### src/verilog/dpc_regs.svh
// How it works
// Listed pixels get a mode-chosen value (neighbour mean, full scale or zero), not the sensor value.
// One enable bit turns list correction on; off passes every pixel.
// Average mode outputs the mean of the left and right neighbours.
// Highlight mode outputs full scale so the pixel stands out.
// The entry count limits which list entries take part.
// Entry index is zero based; software keeps it below the count.
// X and Y fields access the entry chosen by the index.
// Coordinates are full-sensor: window offsets are added before compare.
// Edits touch the staged list; the datapath keeps the active list.
// Apply copies the staged list into the volatile active list.
// Save writes persistent storage; it is loaded as active at boot.
// Factory restore overwrites active and persistent lists with defaults.
// Copies run one entry per cycle; streaming frames may look partial.
// Software adds entries: count up, index to last, coords, apply.
// Coordinate access with index at or above count flags an error.
`ifndef DPC_REGS_SVH
`define DPC_REGS_SVH

// Register byte offsets
`define DPC_CTRL_OFS 8'h00
`define DPC_COUNT_OFS 8'h04
`define DPC_INDEX_OFS 8'h08
`define DPC_COORD_X_OFS 8'h0C
`define DPC_COORD_Y_OFS 8'h10
`define DPC_CMD_OFS 8'h14
`define DPC_STATUS_OFS 8'h18

// Field positions
`define DPC_CTRL_EN_BIT 0
`define DPC_CTRL_MODE_LSB 1
`define DPC_CMD_APPLY_BIT 0
`define DPC_CMD_SAVE_BIT 1
`define DPC_CMD_RESTORE_BIT 2
`define DPC_STAT_BUSY_BIT 0
`define DPC_STAT_ERR_BIT 1
`define DPC_STAT_ACNT_LSB 8

// Reset values
`define DPC_CTRL_EN_RST 1'b0
`define DPC_COUNT_RST 5'h00
`define DPC_INDEX_RST 5'h00

// Sizes
`define DPC_MAX_ENTRIES 16
`define DPC_PIX_W 12
`define DPC_COORD_W 12
`define DPC_FIFO_DEPTH 8

`endif

### src/verilog/dpc_pkg.sv
package dpc_pkg;

   // Replacement method for listed pixels
   typedef enum logic [1:0]
   {
      MODE_AVG = 2'b00,
      MODE_HIGHLIGHT = 2'b01,
      MODE_ZERO = 2'b10
   } mode_t;

   // Table copy sequencer states
   typedef enum logic [2:0]
   {
      ST_IDLE = 3'b000,
      ST_BOOT = 3'b001,
      ST_APPLY = 3'b010,
      ST_SAVE = 3'b011,
      ST_RESTORE = 3'b100
   } copy_state_t;

endpackage

### src/verilog/pixel_fifo.sv
`timescale 1ns/1ps
module pixel_fifo #(
   parameter int WIDTH = 14,
   parameter int DEPTH = 8
)
(
   input wire logic clk_i,
   input wire logic rst_i,
   input wire logic in_valid_i,
   output logic in_ready_o,
   input wire logic [WIDTH-1:0] in_data_i,
   output logic out_valid_o,
   input wire logic out_ready_i,
   output logic [WIDTH-1:0] out_data_o
);
   localparam int AW = $clog2(DEPTH);

   logic [WIDTH-1:0] mem [DEPTH];
   logic [AW-1:0] wr_reg, wr_next, rd_reg, rd_next;
   logic [AW:0] cnt_reg, cnt_next;
   logic rdy_reg, rdy_next;
   logic push, pop;

   // Ready is registered so the source sees a clean flop
   always_comb
   begin
      push = in_valid_i && rdy_reg;
      pop = out_valid_o && out_ready_i;
      wr_next = push ? wr_reg + 1'b1 : wr_reg;
      rd_next = pop ? rd_reg + 1'b1 : rd_reg;
      cnt_next = cnt_reg + (AW+1)'(push) - (AW+1)'(pop);
      rdy_next = cnt_next != (AW+1)'(DEPTH);
   end

   always_ff @(posedge clk_i)
   begin
      if (rst_i)
      begin
         wr_reg <= '0;
         rd_reg <= '0;
         cnt_reg <= '0;
         rdy_reg <= 1'b0;
      end
      else
      begin
         wr_reg <= wr_next;
         rd_reg <= rd_next;
         cnt_reg <= cnt_next;
         rdy_reg <= rdy_next;
      end
   end

   // Storage has no reset; only written words are ever read
   always_ff @(posedge clk_i)
   begin
      if (push)
         mem[wr_reg] <= in_data_i;
   end

   assign in_ready_o = rdy_reg;
   assign out_valid_o = cnt_reg != '0;
   assign out_data_o = mem[rd_reg];
endmodule

### src/verilog/defect_pixel_correction.sv
`timescale 1ns/1ps
`include "dpc_regs.svh"
module defect_pixel_correction #(
   parameter logic [4:0] FACTORY_COUNT = 5'h00,
   parameter logic [191:0] FACTORY_X = '0,
   parameter logic [191:0] FACTORY_Y = '0
)
(
   input wire logic clk_i,
   input wire logic rst_i,
   input wire logic por_i,
   input wire logic wb_cyc_i,
   input wire logic wb_stb_i,
   input wire logic wb_we_i,
   input wire logic [7:0] wb_adr_i,
   input wire logic [3:0] wb_sel_i,
   input wire logic [31:0] wb_dat_i,
   output logic [31:0] wb_dat_o,
   output logic wb_ack_o,
   input wire logic [11:0] offset_x_i,
   input wire logic [11:0] offset_y_i,
   input wire logic pix_valid_i,
   output logic pix_ready_o,
   input wire logic [11:0] pix_data_i,
   input wire logic pix_sof_i,
   input wire logic pix_eol_i,
   output logic out_valid_o,
   input wire logic out_ready_i,
   output logic [11:0] out_data_o,
   output logic out_sof_o,
   output logic out_eol_o
);
   localparam int N = `DPC_MAX_ENTRIES;
   localparam int PW = `DPC_PIX_W;
   localparam int CW = `DPC_COORD_W;

   // Bus side state
   logic ack_reg, ack_next;
   logic [31:0] dat_reg, dat_next;
   logic en_reg, en_next;
   dpc_pkg::mode_t mode_reg, mode_next;
   logic [4:0] cnt_reg, cnt_next;
   logic [4:0] idx_reg, idx_next;
   logic err_reg, err_next;
   logic [2:0] cmd_reg, cmd_next;
   logic req, wr, rd, idx_ok, wr_x, wr_y;
   logic [31:0] wmask, wval;

   // Copy sequencer state
   dpc_pkg::copy_state_t state_reg, state_next;
   logic [3:0] step_reg, step_next;
   logic [4:0] act_cnt_reg, act_cnt_next;
   logic [4:0] per_cnt_reg, per_cnt_next;
   logic last_step;

   // Tables: staged, active, persistent
   logic [CW-1:0] st_x [N];
   logic [CW-1:0] st_y [N];
   logic [CW-1:0] ac_x [N];
   logic [CW-1:0] ac_y [N];
   logic [CW-1:0] pe_x [N];
   logic [CW-1:0] pe_y [N];

   // Datapath state
   logic f_valid, f_ready;
   logic [PW+1:0] f_data;
   logic [CW-1:0] x_reg, x_next, y_reg, y_next;
   logic h_valid_reg, h_valid_next, h_eol_reg, h_eol_next;
   logic h_sof_reg, h_sof_next, h_def_reg, h_def_next;
   logic [PW-1:0] h_pix_reg, h_pix_next, l_pix_reg, l_pix_next;
   logic l_valid_reg, l_valid_next;
   logic o_valid_reg, o_valid_next, o_sof_reg, o_sof_next;
   logic o_eol_reg, o_eol_next;
   logic [PW-1:0] o_pix_reg, o_pix_next;
   logic [CW-1:0] cur_x, cur_y, full_x, full_y;
   logic [N-1:0] hit;
   logic pop, emit, out_free;
   logic [PW:0] sum;
   logic [PW-1:0] fixed;

   // Byte-lane merge for register writes
   always_comb
   begin
      wmask = {{8{wb_sel_i[3]}}, {8{wb_sel_i[2]}},
               {8{wb_sel_i[1]}}, {8{wb_sel_i[0]}}};
      wval = wb_dat_i & wmask;
      req = wb_cyc_i && wb_stb_i && !ack_reg;
      wr = req && wb_we_i;
      rd = req && !wb_we_i;
      idx_ok = idx_reg < cnt_reg;
      // Out of range refused
      wr_x = wr && (wb_adr_i == `DPC_COORD_X_OFS) && idx_ok;
      wr_y = wr && (wb_adr_i == `DPC_COORD_Y_OFS) && idx_ok;
   end

   // Register file next values, one-cycle ack
   always_comb
   begin
      ack_next = req;
      dat_next = 32'h0000_0000;
      en_next = en_reg;
      mode_next = mode_reg;
      cnt_next = cnt_reg;
      idx_next = idx_reg;
      err_next = err_reg;
      cmd_next = 3'h0;
      if (wr && (wb_adr_i == `DPC_CTRL_OFS))
      begin
         // Enable switch
         en_next = wb_sel_i[0] ? wb_dat_i[`DPC_CTRL_EN_BIT] : en_reg;
         if (wb_sel_i[0])
            mode_next = dpc_pkg::mode_t'(wb_dat_i[`DPC_CTRL_MODE_LSB +: 2]);
      end
      else if (wr && (wb_adr_i == `DPC_COUNT_OFS))
      begin
         // Count clamped to table size
         if (wval > 32'(N))
            cnt_next = 5'(N);
         else
            cnt_next = wval[4:0];
      end
      else if (wr && (wb_adr_i == `DPC_INDEX_OFS))
         idx_next = wval[4:0];
      else if (wr && (wb_adr_i == `DPC_CMD_OFS) &&
               (state_reg == dpc_pkg::ST_IDLE))
         cmd_next = wval[2:0];
      // Index checked against count
      else if (req && !idx_ok && ((wb_adr_i == `DPC_COORD_X_OFS) ||
               (wb_adr_i == `DPC_COORD_Y_OFS)))
         err_next = 1'b1;
      else if (wr && (wb_adr_i == `DPC_STATUS_OFS) &&
               wval[`DPC_STAT_ERR_BIT])
         err_next = 1'b0;
      if (rd)
      begin
         if (wb_adr_i == `DPC_CTRL_OFS)
            dat_next = {29'h0, mode_reg, en_reg};
         else if (wb_adr_i == `DPC_COUNT_OFS)
            dat_next = {27'h0, cnt_reg};
         else if (wb_adr_i == `DPC_INDEX_OFS)
            dat_next = {27'h0, idx_reg};
         // Coordinate read of selected entry
         else if (wb_adr_i == `DPC_COORD_X_OFS && idx_ok)
            dat_next = {20'h0, st_x[idx_reg[3:0]]};
         else if (wb_adr_i == `DPC_COORD_Y_OFS && idx_ok)
            dat_next = {20'h0, st_y[idx_reg[3:0]]};
         else if (wb_adr_i == `DPC_STATUS_OFS)
            dat_next = {19'h0, act_cnt_reg, 6'h0, err_reg,
                        state_reg != dpc_pkg::ST_IDLE};
      end
      // Sequencer loads the staged count when it rewrites that list
      if (last_step && state_reg == dpc_pkg::ST_BOOT)
         cnt_next = per_cnt_reg;
      else if (last_step && state_reg == dpc_pkg::ST_RESTORE)
         cnt_next = FACTORY_COUNT;
   end

   always_ff @(posedge clk_i)
   begin
      if (rst_i)
      begin
         ack_reg <= 1'b0;
         dat_reg <= 32'h0000_0000;
         en_reg <= `DPC_CTRL_EN_RST;
         mode_reg <= dpc_pkg::MODE_AVG;
         cnt_reg <= `DPC_COUNT_RST;
         idx_reg <= `DPC_INDEX_RST;
         err_reg <= 1'b0;
         cmd_reg <= 3'h0;
      end
      else
      begin
         ack_reg <= ack_next;
         dat_reg <= dat_next;
         en_reg <= en_next;
         mode_reg <= mode_next;
         cnt_reg <= cnt_next;
         idx_reg <= idx_next;
         err_reg <= err_next;
         cmd_reg <= cmd_next;
      end
   end

   // Sequencer: one table entry per cycle, apply wins over save
   always_comb
   begin
      last_step = step_reg == 4'(N - 1);
      state_next = state_reg;
      step_next = 4'h0;
      act_cnt_next = act_cnt_reg;
      per_cnt_next = per_cnt_reg;
      case (state_reg)
         dpc_pkg::ST_IDLE:
         begin
            // Active list changes only on command or at boot after reset
            if (cmd_reg[`DPC_CMD_APPLY_BIT])
               state_next = dpc_pkg::ST_APPLY;
            else if (cmd_reg[`DPC_CMD_SAVE_BIT])
               state_next = dpc_pkg::ST_SAVE;
            else if (cmd_reg[`DPC_CMD_RESTORE_BIT])
               state_next = dpc_pkg::ST_RESTORE;
         end
         default:
         begin
            // Transfer spreads over cycles
            step_next = step_reg + 4'h1;
            if (last_step)
            begin
               state_next = dpc_pkg::ST_IDLE;
               step_next = 4'h0;
               // Apply sets the active count
               if (state_reg == dpc_pkg::ST_APPLY)
                  act_cnt_next = cnt_reg;
               else if (state_reg == dpc_pkg::ST_SAVE)
                  per_cnt_next = cnt_reg;
               else if (state_reg == dpc_pkg::ST_BOOT)
                  act_cnt_next = per_cnt_reg;
               else
               begin
                  act_cnt_next = FACTORY_COUNT;
                  per_cnt_next = FACTORY_COUNT;
               end
            end
         end
      endcase
   end

   // Reset boots from persistent storage, which rst_i leaves alone; power-on reloads it with the factory list
   always_ff @(posedge clk_i)
   begin
      if (rst_i || por_i)
      begin
         state_reg <= dpc_pkg::ST_BOOT;
         step_reg <= 4'h0;
         act_cnt_reg <= 5'h00;
      end
      else
      begin
         state_reg <= state_next;
         step_reg <= step_next;
         act_cnt_reg <= act_cnt_next;
      end
      per_cnt_reg <= por_i ? FACTORY_COUNT : per_cnt_next;
   end

   // Per-entry table storage and copy paths
   for (genvar i = 0; i < N; i++)
   begin : g_entry
      logic [CW-1:0] sx_n, sy_n, ax_n, ay_n, px_n, py_n;
      logic [CW-1:0] fx, fy;
      logic at;
      always_comb
      begin
         fx = FACTORY_X[i*CW +: CW];
         fy = FACTORY_Y[i*CW +: CW];
         at = step_reg == 4'(i);
         sx_n = st_x[i];
         sy_n = st_y[i];
         ax_n = ac_x[i];
         ay_n = ac_y[i];
         px_n = pe_x[i];
         py_n = pe_y[i];
         // Write selected staged entry
         if (wr_x && idx_reg == 5'(i))
            sx_n = wb_dat_i[CW-1:0];
         if (wr_y && idx_reg == 5'(i))
            sy_n = wb_dat_i[CW-1:0];
         if (at && state_reg == dpc_pkg::ST_APPLY)
         begin
            // Staged to active
            ax_n = st_x[i];
            ay_n = st_y[i];
         end
         else if (at && state_reg == dpc_pkg::ST_SAVE)
         begin
            // Staged to persistent
            px_n = st_x[i];
            py_n = st_y[i];
         end
         else if (at && state_reg == dpc_pkg::ST_BOOT)
         begin
            // Persistent loaded at boot
            sx_n = pe_x[i];
            sy_n = pe_y[i];
            ax_n = pe_x[i];
            ay_n = pe_y[i];
         end
         else if (at && state_reg == dpc_pkg::ST_RESTORE)
         begin
            // Factory list everywhere
            sx_n = fx;
            sy_n = fy;
            ax_n = fx;
            ay_n = fy;
            px_n = fx;
            py_n = fy;
         end
      end
      always_ff @(posedge clk_i)
      begin
         st_x[i] <= sx_n;
         st_y[i] <= sy_n;
         ac_x[i] <= ax_n;
         ac_y[i] <= ay_n;
         pe_x[i] <= por_i ? fx : px_n;
         pe_y[i] <= por_i ? fy : py_n;
      end
      // Only counted entries match
      assign hit[i] = (5'(i) < act_cnt_reg) && (ac_x[i] == full_x) &&
                      (ac_y[i] == full_y);
   end

   // Input buffer absorbs stalls from the output side
   pixel_fifo #(
      .WIDTH(PW + 2),
      .DEPTH(`DPC_FIFO_DEPTH)
   ) pixel_fifo_inst (
      .clk_i(clk_i),
      .rst_i(rst_i),
      .in_valid_i(pix_valid_i),
      .in_ready_o(pix_ready_o),
      .in_data_i({pix_sof_i, pix_eol_i, pix_data_i}),
      .out_valid_o(f_valid),
      .out_ready_i(f_ready),
      .out_data_o(f_data)
   );

   // Position tracking and neighbour window
   always_comb
   begin
      out_free = !o_valid_reg || out_ready_i;
      // A pixel waits for its right neighbour unless it ends a line
      emit = h_valid_reg && out_free && (h_eol_reg || f_valid);
      pop = f_valid && (!h_valid_reg || emit);
      f_ready = pop;
      cur_x = f_data[PW+1] ? '0 : x_reg;
      cur_y = f_data[PW+1] ? '0 : y_reg;
      // Full-sensor coordinates
      full_x = cur_x + offset_x_i;
      full_y = cur_y + offset_y_i;
      x_next = x_reg;
      y_next = y_reg;
      h_valid_next = h_valid_reg;
      h_pix_next = h_pix_reg;
      h_eol_next = h_eol_reg;
      h_sof_next = h_sof_reg;
      h_def_next = h_def_reg;
      l_pix_next = l_pix_reg;
      l_valid_next = l_valid_reg;
      if (emit)
      begin
         h_valid_next = 1'b0;
         l_pix_next = h_pix_reg;
         l_valid_next = !h_eol_reg;
      end
      if (pop)
      begin
         h_valid_next = 1'b1;
         h_pix_next = f_data[PW-1:0];
         h_eol_next = f_data[PW];
         h_sof_next = f_data[PW+1];
         // Lookup against active list
         h_def_next = |hit;
         x_next = f_data[PW] ? '0 : cur_x + 1'b1;
         y_next = f_data[PW] ? cur_y + 1'b1 : cur_y;
         if (f_data[PW+1])
            l_valid_next = 1'b0;
      end
   end

   // Replacement value; edge pixels use their one neighbour
   always_comb
   begin
      sum = {1'b0, l_pix_reg} + {1'b0, f_data[PW-1:0]};
      // Neighbour mean
      if (l_valid_reg && !h_eol_reg)
         fixed = sum[PW:1];
      else if (l_valid_reg)
         fixed = l_pix_reg;
      else if (!h_eol_reg)
         fixed = f_data[PW-1:0];
      else
         fixed = h_pix_reg;
      // Full scale highlight
      if (mode_reg == dpc_pkg::MODE_HIGHLIGHT)
         fixed = '1;
      else if (mode_reg == dpc_pkg::MODE_ZERO)
         fixed = '0;
      o_valid_next = o_valid_reg && !out_ready_i;
      o_pix_next = o_pix_reg;
      o_sof_next = o_sof_reg;
      o_eol_next = o_eol_reg;
      if (emit)
      begin
         o_valid_next = 1'b1;
         // Bypass when disabled
         o_pix_next = (en_reg && h_def_reg) ? fixed : h_pix_reg;
         o_sof_next = h_sof_reg;
         o_eol_next = h_eol_reg;
      end
   end

   always_ff @(posedge clk_i)
   begin
      if (rst_i)
      begin
         x_reg <= '0;
         y_reg <= '0;
         h_valid_reg <= 1'b0;
         h_pix_reg <= '0;
         h_eol_reg <= 1'b0;
         h_sof_reg <= 1'b0;
         h_def_reg <= 1'b0;
         l_pix_reg <= '0;
         l_valid_reg <= 1'b0;
         o_valid_reg <= 1'b0;
         o_pix_reg <= '0;
         o_sof_reg <= 1'b0;
         o_eol_reg <= 1'b0;
      end
      else
      begin
         x_reg <= x_next;
         y_reg <= y_next;
         h_valid_reg <= h_valid_next;
         h_pix_reg <= h_pix_next;
         h_eol_reg <= h_eol_next;
         h_sof_reg <= h_sof_next;
         h_def_reg <= h_def_next;
         l_pix_reg <= l_pix_next;
         l_valid_reg <= l_valid_next;
         o_valid_reg <= o_valid_next;
         o_pix_reg <= o_pix_next;
         o_sof_reg <= o_sof_next;
         o_eol_reg <= o_eol_next;
      end
   end

   assign wb_ack_o = ack_reg;
   assign wb_dat_o = dat_reg;
   assign out_valid_o = o_valid_reg;
   assign out_data_o = o_pix_reg;
   assign out_sof_o = o_sof_reg;
   assign out_eol_o = o_eol_reg;
endmodule

### config.mk
export PLATFORM = sky130hd
export DESIGN_NAME = defect_pixel_correction
export DESIGN_NICKNAME = d
export VERILOG_FILES = /design/src/verilog/dpc_pkg.sv /design/src/verilog/pixel_fifo.sv /design/src/verilog/defect_pixel_correction.sv
export VERILOG_INCLUDE_DIRS = /design/src /design/src/verilog
export SDC_FILE = /design/constraint.sdc
export NUM_CORES = 2
export LEC_CHECK = 0
export BUFFER_PORTS_ARGS = -buffer_cell sky130_fd_sc_hd__buf_2
export CAP_MARGIN = 20
export CORE_MARGIN = 2
export CORE_UTILIZATION = 50
export DETAILED_ROUTE_END_ITERATION = 12
export PLACE_DENSITY = 0.77
export SYNTH_ARGS = -nofsm -noshare
export SYNTH_HDL_FRONTEND = slang
export SYNTH_SLANG_ARGS = --single-unit
### constraint.sdc
create_clock -name clk_i -period 18.23 [get_ports clk_i]
set_input_delay 1.823 -clock clk_i [delete_from_list [all_inputs] [get_ports clk_i]]
set_output_delay 1.823 -clock clk_i [all_outputs]
set_load 0.03 [all_outputs]
After elaboration in Yosys (flattened, before gate mapping)
Memory sizes are Yosys's and may differ from the RTL's. A register that Yosys moved wholly into a read port is not among the register bits.
Cells that the tools add are included.

cells by class
  $add $sub $neg = 10
  magnitude comparators = 18
  eq/ne operators = 78
  multiplexer cells = 494
  bitwise gates (word level) = 9
  reduce and logical (&&, ||, !) cells = 192

operator list
  cell                                                  count
  2-to-1 mux 12 bit                                     461
  == test 12 bit                                        32
  logical AND 1 bit                                     155
  2-to-1 mux 5 bit                                      11
  == test 5 x 4 -> 1 bit (second input constant)        8
  < comparator 4 x 5 -> 1 bit (first input constant)    8
  bitwise AND 32 bit                                    1
  == test 4 bit (second input constant)                 8
  > comparator 32 x 5 -> 1 bit (second input constant)  1
  adder 12 x 1 -> 12 bit (second input constant)        2
  adder 12 bit                                          2
  == test 8 x 5 -> 1 bit (second input constant)        3
  2-to-1 mux 3 bit                                      8
  == test 5 x 3 -> 1 bit (second input constant)        4
  < comparator 3 x 5 -> 1 bit (first input constant)    4
  == test 4 x 3 -> 1 bit (second input constant)        4
  == test 8 x 4 -> 1 bit (second input constant)        2
  2-to-1 mux 4 bit                                      4
  OR reduction 16 bit                                   1
  adder 12 x 12 -> 13 bit                               1
  == test 5 x 2 -> 1 bit (second input constant)        2
  < comparator 1 x 5 -> 1 bit (first input constant)    2
  < comparator 2 x 5 -> 1 bit (first input constant)    2
  2-to-1 mux 1 bit                                      10
  35 further kinds                                      65

word-level totals
  bits in registers = 146
  RAM bits = 1264
  bits of input ports = 90
  output and inout port bits = 49
  word-level logic and storage cells = 841
  memories = 7

memories
  memory       depth  width  read ports  clocked after Yosys merged registers in  wr ports  line                           source
  ac_x         16     12     16          0                                        16        defect_pixel_correction.sv:59  logic [CW-1:0] ac_x [N];
  ac_y         16     12     16          0                                        16        defect_pixel_correction.sv:60  logic [CW-1:0] ac_y [N];
  pe_x         16     12     16          0                                        16        defect_pixel_correction.sv:61  logic [CW-1:0] pe_x [N];
  pe_y         16     12     16          0                                        16        defect_pixel_correction.sv:62  logic [CW-1:0] pe_y [N];
  st_x         16     12     17          1                                        16        defect_pixel_correction.sv:57  logic [CW-1:0] st_x [N];
  st_y         16     12     17          1                                        16        defect_pixel_correction.sv:58  logic [CW-1:0] st_y [N];
  +1 memories  -      -      -           -                                        -         -

Depth between registers and ports, before layout
  word-level depth = 11
  mapped depth = 27
  gate-level depth less buffers = 19

Hierarchy
A second synthesis with hierarchy kept.

second synthesis, totals
  cells, all modules = 6665
  area, all modules = 65993.3 um^2

by module, submodules not included
  module                   times used  cells each  area an instance (um^2)
  defect_pixel_correction  1           6425        61001.0
  pixel_fifo               1           240         4992.3

Least setup slack after synthesis
Ideal clock, no wire load.

  path type = flip-flop to flip-flop
  start = register with a tool-made name
  end = register h_def_reg
  setup time = 0.079 ns
  data arrival time = 5.823 ns
  data required time = 18.151 ns
  path slack = 12.328 ns
  stages on the path, launching flop included = 26
  path buffers = 6
  period minus slack after synthesis = 5.902 ns
  path through = dfxtp_1 buf_4 mux2_2 o22a_2 nand2_1 clkbuf_1 clkbuf_1 clkbuf_1 clkbuf_1 and2_1 ha_1 fa_1 clkbuf_1 xor2_1 nor4_1 o31ai_1 a2111oi_0 o211ai_1 or4_1 nor4b_1 nand4_1 a2111oi_2 a22oi_1 nor2_1 a2111oi_0 a211oi_2

RTL lines
  what                    line                            source
  end signal: assignment  defect_pixel_correction.sv:429  h_def_reg <= h_def_next;
  end: declaration        defect_pixel_correction.sv:69   logic h_sof_reg, h_sof_next, h_def_reg, h_def_next;

==> flow_summary.ini <==
[status]
outcome = complete, no violations

[placement]
dp.cells = 8153
dpl.hpwl_um = 183000
portBuffers = 119
gp_congestion = 1.12

[global_route]
grt_pass1_vias = 49900
overflow = 0
grt_pass1_wl_um = 364000
grt_max_degree = 94
antenna_found_initial = 30
grt.total_usage = 0.384

[setup_path]
startpoint_type = flop
critical-path-max-stage-delay_ns = 0.98
crit_required_ns = 18.97
cp_cell_sequence = nand2b_1, o22a_2, nand2_1, buf_4, and2_1, fa_2, maj3_2, a211oi_4, a21oi_2, a31o_4, a32oi_1, nand2_1, buf_4, xor2_1, or4_1, nor4_1, a22oi_1, a21oi_1, nor4_1, a211oi_2
crit_type = reg -> reg
worst_setup_path_end_kind = flop
slowest_stage = dfxtp_2
worstPathArrival_ns = 7.89
cp_max_fo = 38

[logic_synthesis]
ys_warn_count = 0
synth-main-ff-cell = dfxtp_1
syn_area_per_cell_um2 = 9.91
syn-cell-area_mm2 = 0.0651
syn_inst = 6573
ys_seq_elements = 1398
ys_types = 104
ys_seq_area_frac = 0.506
yosysTopAreaCellShare = 0.277
synthArstFlopShare = 0
synth_area_leaders = dfxtp_1 (28%), edfxtp_1 (23%), nand2_1 (7.8%)
yosysTopAreaCell = dfxtp_1
synth-edff-count = 496

[timing]
max_freq_mhz = 140
rsz0062_at_grt = false
tightest_slew_ns = 1.24
timing_hold_violations_final = 0
finalClockSkew_ns = 0.0428
setup_viol = 0
hold_ws_ns = 0.458
finalMaxSlewViolations = 0
slew_headroom = 0.172
finalCriticalPeriod_ns = 7.15
finalSetupTns_ns = 0
fin_crit_sh = 0.392

[cts]
tritoncts = yes
path_clk_slew_ns = 0.08
cts_inserted_buffers = 144
worstSkewPairLatency_ns = 0.82
cts_setup_buffers = 0
cts_resized = 0
cts_root_buf = clkbuf_16
ctsHoldBuffers = 0
clock-sinks = 1398
clock_path_buffers = 3
htreeDepth = 4

[routing]
drc = 0
via_per_inst = 6.54
drt-total-wl_um = 261000
antenna_left = 0
dr.pass1.iters = 7
drt_iter0_drc = 9887
routedWlPerCell_um = 30.9
dr_total_vias = 55200

[cells_and_area]
layout.nets = 6708
multi_input_area_mm2 = 0.0303
drive_gt1_frac = 0.117
final_cells = 8440
seq_area_mm2 = 0.0330
fill_cells = 10800
fin_util = 0.561
syn_to_final_growth_pct = 11.5

[power_and_ir_drop]
p_leak_nw = 28.4
internal_power_mw = 5.37
sw_frac_of_total = 0.280
power.density_mw_per_mm2 = 103
power_switching_mw = 2.09
power_frac_clock = 0.402
vdd_drop_max_uv = 93.2
power_frac_seq = 0.461
combPwrFrac = 0.136

[job]
maxCapViolations = 0

[floorplanning]
row_count = 132
io_pins = 139
die_w_um = 365
core_area_mm2 = 0.129
start_util = 0.504
die_h_um = 365
die_area_mm2 = 0.133

[min_path]
min_path_type = reg -> reg
==> metal layers <==
metal	GRT usage	part of all wire
met2	0.536	0.41
met1	0.505	0.36
met5	0	0.00062
met4	0.265	0.083
met3	0.124	0.15
==> stage by stage <==
stage          setup slack [ns]  instance area (µm²)  power [mW]
2_1_floorplan             12.33                65200        4.13
3_3_place_gp              11.27                67600        4.46
5_1_grt                   10.77                72600        7.66
4_1_cts                   11.17                72500        7.44
3_5_place_dp              11.17                67700        4.49
6_report                  11.08                72600        7.46
==> layout make-up <==
| cell class | count | area share |
|---|---|---|
| antenna | 10 | 0.000345 |
| sequential | 1398 | 0.454 |
| multi-input combinational | 4661 | 0.418 |
| inverter | 56 | 0.00290 |
| tap | 1742 | 0.0300 |
| timing repair buffer | 304 | 0.0290 |
| clock inverter | 68 | 0.0106 |
| clock buffer | 201 | 0.0554 |
==> Yosys cell counts, types with 124 or more instances <==
library cell and instances:
dfxtp_1 902, xor2_1 181, o21ai_0 440, clkbuf_1 373, nor2_1 664, a21oi_1 124, mux2i_1 402, mux4_2 155
nand2_1 1348, xnor2_1 215, edfxtp_1 496, a22oi_1 417
==> worst paths after layout <==
kind,startpoint,endpoint,slack (ns),depth (start not counted)
min reg2reg,out_sof_o$_SDFFE_PP0P_,out_sof_o$_SDFFE_PP0P_,0.46,2
max,flop,h_def_reg$_SDFFE_PP0P_,11.08,20
max reg2reg,flop,h_def_reg$_SDFFE_PP0P_,11.08,20
min,out_sof_o$_SDFFE_PP0P_,out_sof_o$_SDFFE_PP0P_,0.46,2
==> worst max-delay path: cells and delay by family, from the launching register on <==
kind                       cells  cell delay [ns]
DFF                            1             0.98
AOI/OAI and AO/OA              8             2.20
and+or+nand+nor                7             2.32
buffers and inverters          2             0.62
adders and majority gates      2             0.76
xor gates and xnor gates       1             0.16
==> cells by family after synthesis <==
family,synth area share
and+or+nand+nor,0.151
DFF,0.506
AOI/OAI and AO/OA,0.121
muxes,0.117
buffers and inverters,0.0325
xor gates and xnor gates,0.0601
adders and majority gates,0.0121
other,0.0000576
==> power by group through the flow <==
| stage | combinational, mW | clock [mW] | sequential, mW |
|---|---|---|---|
| after global routing | 1.08 | 3.14 | 3.45 |
| final | 1.02 | 3.00 | 3.44 |
| after floorplan | 0.667 | 0 | 3.46 |
| after CTS | 0.983 | 3.01 | 3.44 |
| after global placement | 0.954 | 0 | 3.50 |
| after detailed placement | 0.977 | 0 | 3.51 |
==> layout by cell type, fill, tap and decap left out, types with 19 or more instances in the layout <==
cell | netlist | routed
edfxtp_1 | 496 | 496
buf_2 | 14 | 116
a22oi_1 | 417 | 417
o21ai_0 | 440 | 440
and3_1 | 21 | 21
nor4_1 | 47 | 42
buf_4 | 26 | 178
nand2_1 | 1348 | 1347
mux4_2 | 155 | 155
nor2_1 | 664 | 638
mux2i_1 | 402 | 402
nand2b_1 | 20 | 20
a2111oi_0 | 19 | 19
a211oi_1 | 32 | 32
and2_1 | 32 | 32
clkbuf_1 | 373 | 40
nor2_2 | 1 | 26
clkinv_2 | 0 | 22
nand3_1 | 80 | 80
nand4_1 | 37 | 37
a21oi_1 | 124 | 123
nor3_1 | 58 | 53
xor2_1 | 181 | 181
dfxtp_1 | 902 | 898
conb_1 | 1 | 19
clkbuf_16 | 0 | 147
inv_1 | 54 | 54
xnor2_1 | 215 | 212
ha_1 | 50 | 50
No activity file was read; power rests on OpenSTA's default activity.
